### config.mk
export PLATFORM = sky130hd
export DESIGN_NAME = asmi_regs
export DESIGN_NICKNAME = d
export VERILOG_FILES = /design/src/hdl/asmi_pkg.sv /design/src/hdl/asmi_regs.sv /design/src/hdl/asmi_ir_edge.sv
export VERILOG_INCLUDE_DIRS = /design/src /design/src/hdl
export SDC_FILE = /design/constraint.sdc
export NUM_CORES = 1
export LEC_CHECK = 0
export ABC_AREA = 1
export BUFFER_PORTS_ARGS = -buffer_cell sky130_fd_sc_hd__buf_2
export CAP_MARGIN = 10
export CORE_MARGIN = 2
export CORE_UTILIZATION = 45
export CTS_CLUSTER_DIAMETER = 40
export CTS_CLUSTER_SIZE = 28
export DETAILED_ROUTE_END_ITERATION = 10
export GPL_TIMING_DRIVEN = 0
export PLACE_DENSITY_LB_ADDON = 0.2
export SLEW_MARGIN = 20
export SYNTH_ARGS = -nofsm -noshare
export SYNTH_HDL_FRONTEND = slang
export SYNTH_SLANG_ARGS = --single-unit
### constraint.sdc
create_clock -name clk_i -period 1.7 [get_ports clk_i]
set_input_delay 0.17 -clock clk_i [delete_from_list [all_inputs] [get_ports clk_i]]
set_output_delay 0.17 -clock clk_i [all_outputs]
set_load 0.005 [all_outputs]
### src/hdl/asmi_defines.svh
// Register indexes, field positions, masks and reset values of the auxiliary SMI bank.
// Assumes a Wishbone slave that places register index N at byte address 4*N.
`ifndef ASMI_DEFINES_SVH
`define ASMI_DEFINES_SVH

// Register indexes (byte address is four times the index)
`define ASMI_IDX_EN1 8'hb4
`define ASMI_IDX_EN2 8'hb5
`define ASMI_IDX_ST1 8'hb6
`define ASMI_IDX_ST2 8'hb7
`define ASMI_IDX_RSV 8'hb8
`define ASMI_IDX_PMX 8'hc0
`define ASMI_IDX_FDC 8'hc1
`define ASMI_IDX_RATE 8'hc2
`define ASMI_IDX_FIFO 8'hc3
`define ASMI_IDX_IROPT 8'hf1

// Writable bit masks
`define ASMI_EN1_MASK 8'h9e
`define ASMI_EN2_MASK 8'h57
`define ASMI_PMX_MASK 8'h0a
`define ASMI_IROPT_MASK 8'h7f

// Reset values, and the fixed read value of the FDC reserved bits
`define ASMI_EN_RST 8'h00
`define ASMI_PMX_RST 8'h02
`define ASMI_IROPT_RST 8'h02
`define ASMI_SHADOW_RST 8'h00
`define ASMI_FDC_RSV_RD 7'h01

// Field positions
`define ASMI_ST1_PAR 1
`define ASMI_ST1_SER2 2
`define ASMI_ST1_SER1 3
`define ASMI_ST1_FLOP 4
`define ASMI_ST1_WDOG 7
`define ASMI_ST2_MOUSE 0
`define ASMI_ST2_KBD 1
`define ASMI_ST2_IR 2
`define ASMI_ST2_KBC 4
`define ASMI_EN2_SERIRQ 6
`define ASMI_IROPT_LOC 6
`define ASMI_PMX_DMA3 1
`define ASMI_PMX_KBC 3

`endif

### src/hdl/asmi_pkg.sv
// Types shared by the auxiliary SMI register bank.
// Constants live in asmi_defines.svh; this package holds only types.
package asmi_pkg;

	typedef logic [7:0] asmi_byte_t;

	// Wishbone slave states, one-hot
	typedef enum logic [1:0] {
		ASMI_BUS_IDLE = 2'b01,
		ASMI_BUS_RESP = 2'b10
	} asmi_bus_state_t;

endpackage

### src/hdl/asmi_regs.sv
// Auxiliary SMI register bank: SMI gating, disk-change force bit and write-only shadows.
// Assumes a classic Wishbone master on clk_i and interrupt sources synchronous to clk_i.
//
// The implementer's own choice: the Wishbone interface to the registers.
`timescale 1ns/1ps
`include "asmi_defines.svh"
module asmi_regs #(
	parameter int ADR_W = 12
) (
	input wire logic clk_i,
	input wire logic rst_i,
	// Wishbone slave
	input wire logic cyc_i,
	input wire logic stb_i,
	input wire logic we_i,
	input wire logic [ADR_W-1:0] adr_i,
	input wire logic [3:0] sel_i,
	input wire logic [31:0] dat_i,
	output logic [31:0] dat_o,
	output logic ack_o,
	// Interrupt sources
	input wire logic parallel_irq_i,
	input wire logic serial_two_irq_i,
	input wire logic serial_one_irq_i,
	input wire logic floppy_irq_i,
	input wire logic watchdog_i,
	input wire logic mouse_irq_i,
	input wire logic keyboard_irq_i,
	input wire logic kbc_port_line_i,
	// Infrared receive pins
	input wire logic serial_two_receive_pin_i,
	input wire logic alt_infrared_receive_pin_i,
	// Floppy drive interface
	input wire logic floppy_step_n_i,
	input wire logic drive_select_zero_n_i,
	input wire logic disk_changed_pin_n_i,
	// Write-only register captures
	input wire logic rate_wr_i,
	input wire asmi_pkg::asmi_byte_t rate_data_i,
	input wire logic fifo_wr_i,
	input wire asmi_pkg::asmi_byte_t fifo_data_i,
	// Outputs
	output logic system_mgmt_irq_n_o,
	output logic smi_serial_irq_o,
	output logic disk_changed_bit_o,
	output logic ir_alt_select_o,
	output logic dma3_select_o,
	output logic kbc_select_o
);
	import asmi_pkg::*;

	// Index decoding needs bits [9:2]; narrower buses cannot reach the bank
	if (ADR_W < 10 || ADR_W > 32) begin : g_adr_check
		$error("asmi_regs: ADR_W must be 10 to 32");
	end

	// True when the word address selects the given register index
	function automatic logic reg_hit(input logic [ADR_W-1:0] a, input logic [7:0] idx);
		reg_hit = (a[ADR_W-1:2] == (ADR_W-2)'(idx));
	endfunction

	asmi_bus_state_t state_r;
	asmi_bus_state_t state_nxt;
	logic ack_r;
	logic ack_nxt;
	logic [31:0] dat_r;
	logic [31:0] dat_nxt;
	logic take_w;
	logic wr_w;
	logic rd_st2_w;
	asmi_byte_t rd_w;

	asmi_byte_t en1_r;
	asmi_byte_t en1_nxt;
	asmi_byte_t en2_r;
	asmi_byte_t en2_nxt;
	asmi_byte_t iropt_r;
	asmi_byte_t iropt_nxt;
	asmi_byte_t pmx_r;
	asmi_byte_t pmx_nxt;
	logic force_r;
	logic force_nxt;
	logic force_set_w;
	logic force_clr_w;
	asmi_byte_t rate_r;
	asmi_byte_t rate_nxt;
	asmi_byte_t fifo_r;
	asmi_byte_t fifo_nxt;

	asmi_byte_t st1_r;
	asmi_byte_t st1_nxt;
	asmi_byte_t st2_r;
	asmi_byte_t st2_nxt;
	logic ir_edge_w;

	asmi_byte_t pend_w;
	logic smi_n_r;
	logic smi_n_nxt;
	logic serirq_r;
	logic serirq_nxt;
	logic disk_changed_bit_r;
	logic disk_changed_bit_nxt;

	// Bus slave: one request is taken from idle, answered one cycle later, then idle again
	always_comb begin
		take_w = cyc_i && stb_i && (state_r == ASMI_BUS_IDLE);
		wr_w = take_w && we_i && sel_i[0];
		rd_st2_w = take_w && !we_i && reg_hit(adr_i, `ASMI_IDX_ST2);
		case (state_r)
			ASMI_BUS_IDLE: state_nxt = take_w ? ASMI_BUS_RESP : ASMI_BUS_IDLE;
			ASMI_BUS_RESP: state_nxt = ASMI_BUS_IDLE;
			default: state_nxt = ASMI_BUS_IDLE;
		endcase
		ack_nxt = take_w;
	end

	// Read mux; unmapped and reserved addresses read as zero and are still acknowledged
	always_comb begin
		rd_w = 8'h00;
		if (reg_hit(adr_i, `ASMI_IDX_EN1)) begin
			rd_w = en1_r;
		end else if (reg_hit(adr_i, `ASMI_IDX_EN2)) begin
			rd_w = en2_r;
		end else if (reg_hit(adr_i, `ASMI_IDX_ST1)) begin
			rd_w = st1_r;
		end else if (reg_hit(adr_i, `ASMI_IDX_ST2)) begin
			rd_w = st2_r;
		end else if (reg_hit(adr_i, `ASMI_IDX_PMX)) begin
			rd_w = pmx_r;
		end else if (reg_hit(adr_i, `ASMI_IDX_FDC)) begin
			rd_w = {`ASMI_FDC_RSV_RD, force_r};
		end else if (reg_hit(adr_i, `ASMI_IDX_RATE)) begin
			rd_w = rate_r;
		end else if (reg_hit(adr_i, `ASMI_IDX_FIFO)) begin
			rd_w = fifo_r;
		end else if (reg_hit(adr_i, `ASMI_IDX_IROPT)) begin
			rd_w = iropt_r;
		end
		dat_nxt = (take_w && !we_i) ? {24'h000000, rd_w} : 32'h00000000;
	end

	// Software-written control; reserved bits are masked so they always read zero
	always_comb begin
		en1_nxt = en1_r;
		en2_nxt = en2_r;
		pmx_nxt = pmx_r;
		iropt_nxt = iropt_r;
		if (wr_w && reg_hit(adr_i, `ASMI_IDX_EN1)) begin
			en1_nxt = dat_i[7:0] & `ASMI_EN1_MASK;
		end
		if (wr_w && reg_hit(adr_i, `ASMI_IDX_EN2)) begin
			en2_nxt = dat_i[7:0] & `ASMI_EN2_MASK;
		end
		if (wr_w && reg_hit(adr_i, `ASMI_IDX_PMX)) begin
			pmx_nxt = dat_i[7:0] & `ASMI_PMX_MASK;
		end
		if (wr_w && reg_hit(adr_i, `ASMI_IDX_IROPT)) begin
			iropt_nxt = dat_i[7:0] & `ASMI_IROPT_MASK;
		end
	end

	// Force bit: set by a written 1, cleared by step with drive 0; the set wins a tie
	always_comb begin
		force_set_w = wr_w && reg_hit(adr_i, `ASMI_IDX_FDC) && dat_i[0];
		force_clr_w = !floppy_step_n_i && !drive_select_zero_n_i;
		force_nxt = force_set_w || (force_r && !force_clr_w);
	end

	// Shadows capture every write the floppy and UART cores see
	always_comb begin
		rate_nxt = rate_wr_i ? rate_data_i : rate_r;
		fifo_nxt = fifo_wr_i ? fifo_data_i : fifo_r;
	end

	// Pin selection and transition detection on the infrared receive path
	asmi_ir_edge u_ir_edge (
		.clk_i(clk_i),
		.rst_i(rst_i),
		.alt_sel_i(iropt_r[`ASMI_IROPT_LOC]),
		.serial_two_receive_pin_i(serial_two_receive_pin_i),
		.alt_infrared_receive_pin_i(alt_infrared_receive_pin_i),
		.ir_edge_o(ir_edge_w)
	);

	// Status: level bits follow their sources, so reading never clears them
	always_comb begin
		st1_nxt = 8'h00;
		st1_nxt[`ASMI_ST1_PAR] = parallel_irq_i;
		st1_nxt[`ASMI_ST1_SER2] = serial_two_irq_i;
		st1_nxt[`ASMI_ST1_SER1] = serial_one_irq_i;
		st1_nxt[`ASMI_ST1_FLOP] = floppy_irq_i;
		st1_nxt[`ASMI_ST1_WDOG] = watchdog_i;
		st2_nxt = 8'h00;
		st2_nxt[`ASMI_ST2_MOUSE] = mouse_irq_i;
		st2_nxt[`ASMI_ST2_KBD] = keyboard_irq_i;
		// A new edge in the read cycle survives the read-clear
		st2_nxt[`ASMI_ST2_IR] = ir_edge_w || (st2_r[`ASMI_ST2_IR] && !rd_st2_w);
		st2_nxt[`ASMI_ST2_KBC] = kbc_port_line_i;
	end

	// Output terms; every output is a flop, so SMI lags a source by two cycles
	always_comb begin
		pend_w = (st1_r & en1_r) | (st2_r & en2_r);
		smi_n_nxt = ~(|pend_w);
		serirq_nxt = (|pend_w) && en2_r[`ASMI_EN2_SERIRQ];
		disk_changed_bit_nxt = (drive_select_zero_n_i && force_r) || disk_changed_pin_n_i;
	end

	// State registers
	always_ff @(posedge clk_i) begin
		if (rst_i) begin
			state_r <= ASMI_BUS_IDLE;
			ack_r <= 1'b0;
			dat_r <= 32'h00000000;
			en1_r <= `ASMI_EN_RST;
			en2_r <= `ASMI_EN_RST;
			pmx_r <= `ASMI_PMX_RST;
			iropt_r <= `ASMI_IROPT_RST;
			force_r <= 1'b1;
			rate_r <= `ASMI_SHADOW_RST;
			fifo_r <= `ASMI_SHADOW_RST;
			st1_r <= 8'h00;
			st2_r <= 8'h00;
			smi_n_r <= 1'b1;
			serirq_r <= 1'b0;
			disk_changed_bit_r <= 1'b0;
		end else begin
			state_r <= state_nxt;
			ack_r <= ack_nxt;
			dat_r <= dat_nxt;
			en1_r <= en1_nxt;
			en2_r <= en2_nxt;
			pmx_r <= pmx_nxt;
			iropt_r <= iropt_nxt;
			force_r <= force_nxt;
			rate_r <= rate_nxt;
			fifo_r <= fifo_nxt;
			st1_r <= st1_nxt;
			st2_r <= st2_nxt;
			smi_n_r <= smi_n_nxt;
			serirq_r <= serirq_nxt;
			disk_changed_bit_r <= disk_changed_bit_nxt;
		end
	end

	// Ports straight from flops
	assign ack_o = ack_r;
	assign dat_o = dat_r;
	assign system_mgmt_irq_n_o = smi_n_r;
	assign smi_serial_irq_o = serirq_r;
	assign disk_changed_bit_o = disk_changed_bit_r;
	assign ir_alt_select_o = iropt_r[`ASMI_IROPT_LOC];
	assign dma3_select_o = pmx_r[`ASMI_PMX_DMA3];
	assign kbc_select_o = pmx_r[`ASMI_PMX_KBC];
endmodule // asmi_regs

### src/hdl/asmi_ir_edge.sv
// Infrared receive pin selector and transition detector.
// Assumes both pins are already synchronous to clk_i.
`timescale 1ns/1ps
module asmi_ir_edge (
	input wire logic clk_i,
	input wire logic rst_i,
	input wire logic alt_sel_i,
	input wire logic serial_two_receive_pin_i,
	input wire logic alt_infrared_receive_pin_i,
	output logic ir_edge_o
);
	import asmi_pkg::*;

	logic ir_mux_w;
	logic prev_r;
	logic prev_nxt;

	// Pin selection sits before the detector so a mux change can itself flag an edge
	always_comb begin
		ir_mux_w = alt_sel_i ? alt_infrared_receive_pin_i : serial_two_receive_pin_i;
		prev_nxt = ir_mux_w;
		ir_edge_o = ir_mux_w ^ prev_r;
	end

	always_ff @(posedge clk_i) begin
		if (rst_i) begin
			// Track the pin through reset: a pin idling high must not look like an edge
			prev_r <= prev_nxt;
		end else begin
			prev_r <= prev_nxt;
		end
	end
endmodule // asmi_ir_edge

==> impl_metrics.env <==
export IMPL_status="finished, final reports clean"
export IMPL_utilization_pct=58.1
export IMPL_num_fill_cells=661
export IMPL_netlist_instances=407
export IMPL_p_leak_nw=1.87
export IMPL_io_buffers=68
export IMPL_crit_fanout=10
export IMPL_insertion_delay_ps=350
export IMPL_drtIter0Drc=269
export IMPL_regToRegStartpoint="state_r[0]$_SDFF_PP1_"
export IMPL_first_global_vias=2598
export IMPL_globalRouteOverflowTotal=0
export IMPL_vias=2930
export IMPL_yosysUniqueCellTypes=31
export IMPL_cts_tree="built"
export IMPL_drc_errors=0
export IMPL_grt_use_total_pct=22.0
export IMPL_dr_pass1_iters=5
export IMPL_slew_headroom_pct=64.6
export IMPL_htree_levels=3
export IMPL_ant_nets=0
export IMPL_die_width_um=84.6
export IMPL_required_ps=1940
export IMPL_drive_gt1_share_pct=27.0
export IMPL_clkTransAtPathRegs_ps=80
export IMPL_io_pins=123
export IMPL_coreArea_mm2=0.00631
export IMPL_worstSetupPathType="register to register"
export IMPL_finalCritPeriodShare_pct=94.2
export IMPL_grt_max_degree=13
export IMPL_setup_tns_ps=0
export IMPL_ys_seq_area_share_pct=41.1
export IMPL_hold_path_class="input port to register"
export IMPL_netlist_area_mm2=0.00292
export IMPL_dpl_hpwl_mm=5.82
export IMPL_dp_slack_ps=115
export IMPL_antenna_found_initial=0
export IMPL_setup_worst_path_end_class="register"
export IMPL_final_nets=593
export IMPL_worstMarginPinSlew_ps=530
export IMPL_hold_viol_final=0
export IMPL_crit_start="state_r[0]$_SDFF_PP1_"
export IMPL_holdWs_ps=16.8
export IMPL_max_freq_mhz=625
export IMPL_grt_pass1_wl_mm=12.3
export IMPL_slew_viol_final=0
export IMPL_wl_mm=7.67
export IMPL_start_util_pct=46.3
export IMPL_synth_seq_cells=60
export IMPL_yosysWarnings=0
export IMPL_fin_ws_ps=99.1
export IMPL_cp_start_kind="register"
export IMPL_detail_route_vias_per_cell=4.96
export IMPL_syn2layout_area_growth_pct=25.7
export IMPL_syn_area_per_cell_um2=7.18
export IMPL_cts_buffers=9
export IMPL_die_h_um=84.6
export IMPL_root_buffer="clkbuf_8"
export IMPL_gp_congestion=0.871
export IMPL_total_power_mw=3.21
export IMPL_antenna_cells=0
export IMPL_skew_ps=8.50
export IMPL_post_cts_buffers=0
export IMPL_vdd_ir_drop_max_mv=0.536
export IMPL_rows=29
export IMPL_ctsHoldBuffers=0
export IMPL_die_area_mm2=0.00715
export IMPL_setup_viol=0
export IMPL_p_per_area_mw_per_mm2=876
export IMPL_maxCapViolations=0
export IMPL_cts_sinks=60
export IMPL_cts_repair_resized=0
export IMPL_clockBufferDepth=2
export IMPL_wl_per_cell_um=13.0
export IMPL_finalCriticalPeriod_ps=1600
export IMPL_hold_start="watchdog_i"
export IMPL_cp_arrival_ps=1840
[layout make-up]
type | count | area (um^2) | share of cell area (%)
Inverter | 60 | 225 | 6.13
Tap cell | 77 | 96.3 | 2.62
Sequential cell | 60 | 1200 | 32.7
Timing Repair Buffer | 68 | 340 | 9.27
Multi-Input combinational cell | 277 | 1360 | 36.9
Clock buffer | 9 | 124 | 3.37
Clock inverter | 7 | 98.8 | 2.69
Buffer | 33 | 230 | 6.27
[cells in the mapped netlist]
cell       n  area, um^2
a221oi_1   1        8.76
nand3_2    1        10.0
buf_6      2        22.5
o21ai_0   38         190
o22ai_1    1        6.26
o31ai_1    1        7.51
o21ai_1    2        10.0
a21oi_1   30         150
inv_1     54         203
nand2_4    1        11.3
o21ai_2    1        8.76
nor2_2     5        31.3
nand4_2    1        12.5
o211ai_1   8        60.1
nand2_2    6        37.5
xnor2_1    1        8.76
nand3b_1   1        7.51
clkbuf_1   6        22.5
dfxtp_1   60        1200
inv_2      6        22.5
nor2_4     6        67.6
buf_4     24         180
nor3_1     7        35.0
buf_2      1        5.00
nor3_4     1        16.3
nor2_1    52         195
conb_1     1        3.75
nand2_1   62         233
o311ai_0   1        8.76
nand4_1   11        68.8
nand3_1   15        75.1
[routing by layer]
layer | share of wire [%] | global-route usage [%] | up-vias
li1 | - | - | 1474
met1 | 43 | 28.1 | 1317
met2 | 46 | 35.6 | 123
met3 | 9.0 | 6.39 | 16
met4 | 1.8 | 7.79 | 0
met5 | 0 | 0 | -
[flip-flops by register name, summed over array words and instances, names as in the netlist, 4 cells and up]
name and count:
dat_o 8, fifo_r 8, rate_r 8, iropt_r 7
en1_r 5, en2_r 5, st1_r 5, st2_r 4
[critical path, stage by stage, from the launching register on]
cell and delay [ps]:
dfxtp_1 330, nand4_2 190, nor2_4 230, buf_2 280
nand4_1 170, o21ai_0 220, a21oi_1 60
[kinds of logic after synthesis]
family | after synthesis | synth area share, %
and+or+nand+nor | 169 | 27.4
buffers and inverters | 93 | 15.6
AOI/OAI and AO/OA | 83 | 15.4
DFF | 60 | 41.1
xor gates and xnor gates | 1 | 0.300
other | 1 | 0.128
[through the flow]
step,std cells,cell area [um^2]
floorplan,430,3010
CTS,591,3670
finish,591,3670
global route,591,3670
global placement,575,3440
detailed placement,575,3440
[final timing paths]
| check | cells after the start | slack, ps | to |
|---|---|---|---|
| setup / recovery | 6 | 100 | en2_r[6]$_SDFFE_PP0P_ |
| hold / removal | 3 | 20 | st1_r[7]$_SDFF_PP0_ |
| setup reg to reg | 6 | 100 | en2_r[6]$_SDFFE_PP0P_ |
| hold reg to reg | 2 | 460 | rate_r[7]$_SDFFE_PP0P_ |
[report_power, final]
group,switching [mW],internal (mW)
Clock,0.609,0.831
Combinational,0.172,0.128
Sequential,0.0224,1.45
Total,0.803,2.41
[layout by cell type (no fill, tap or decap), types with 8 or more instances in the layout]
cell type  Yosys  final
buf_2          1     69
o211ai_1       8      8
conb_1         1     24
nand2_1       62     62
o21ai_0       38     38
inv_1         54     54
a21oi_1       30     30
nand4_1       11     11
buf_4         24     24
clkbuf_8       0      9
nor2_1        52     52
nand3_1       15     15
dfxtp_1       60     60
(Power assumes the default switching activity.)
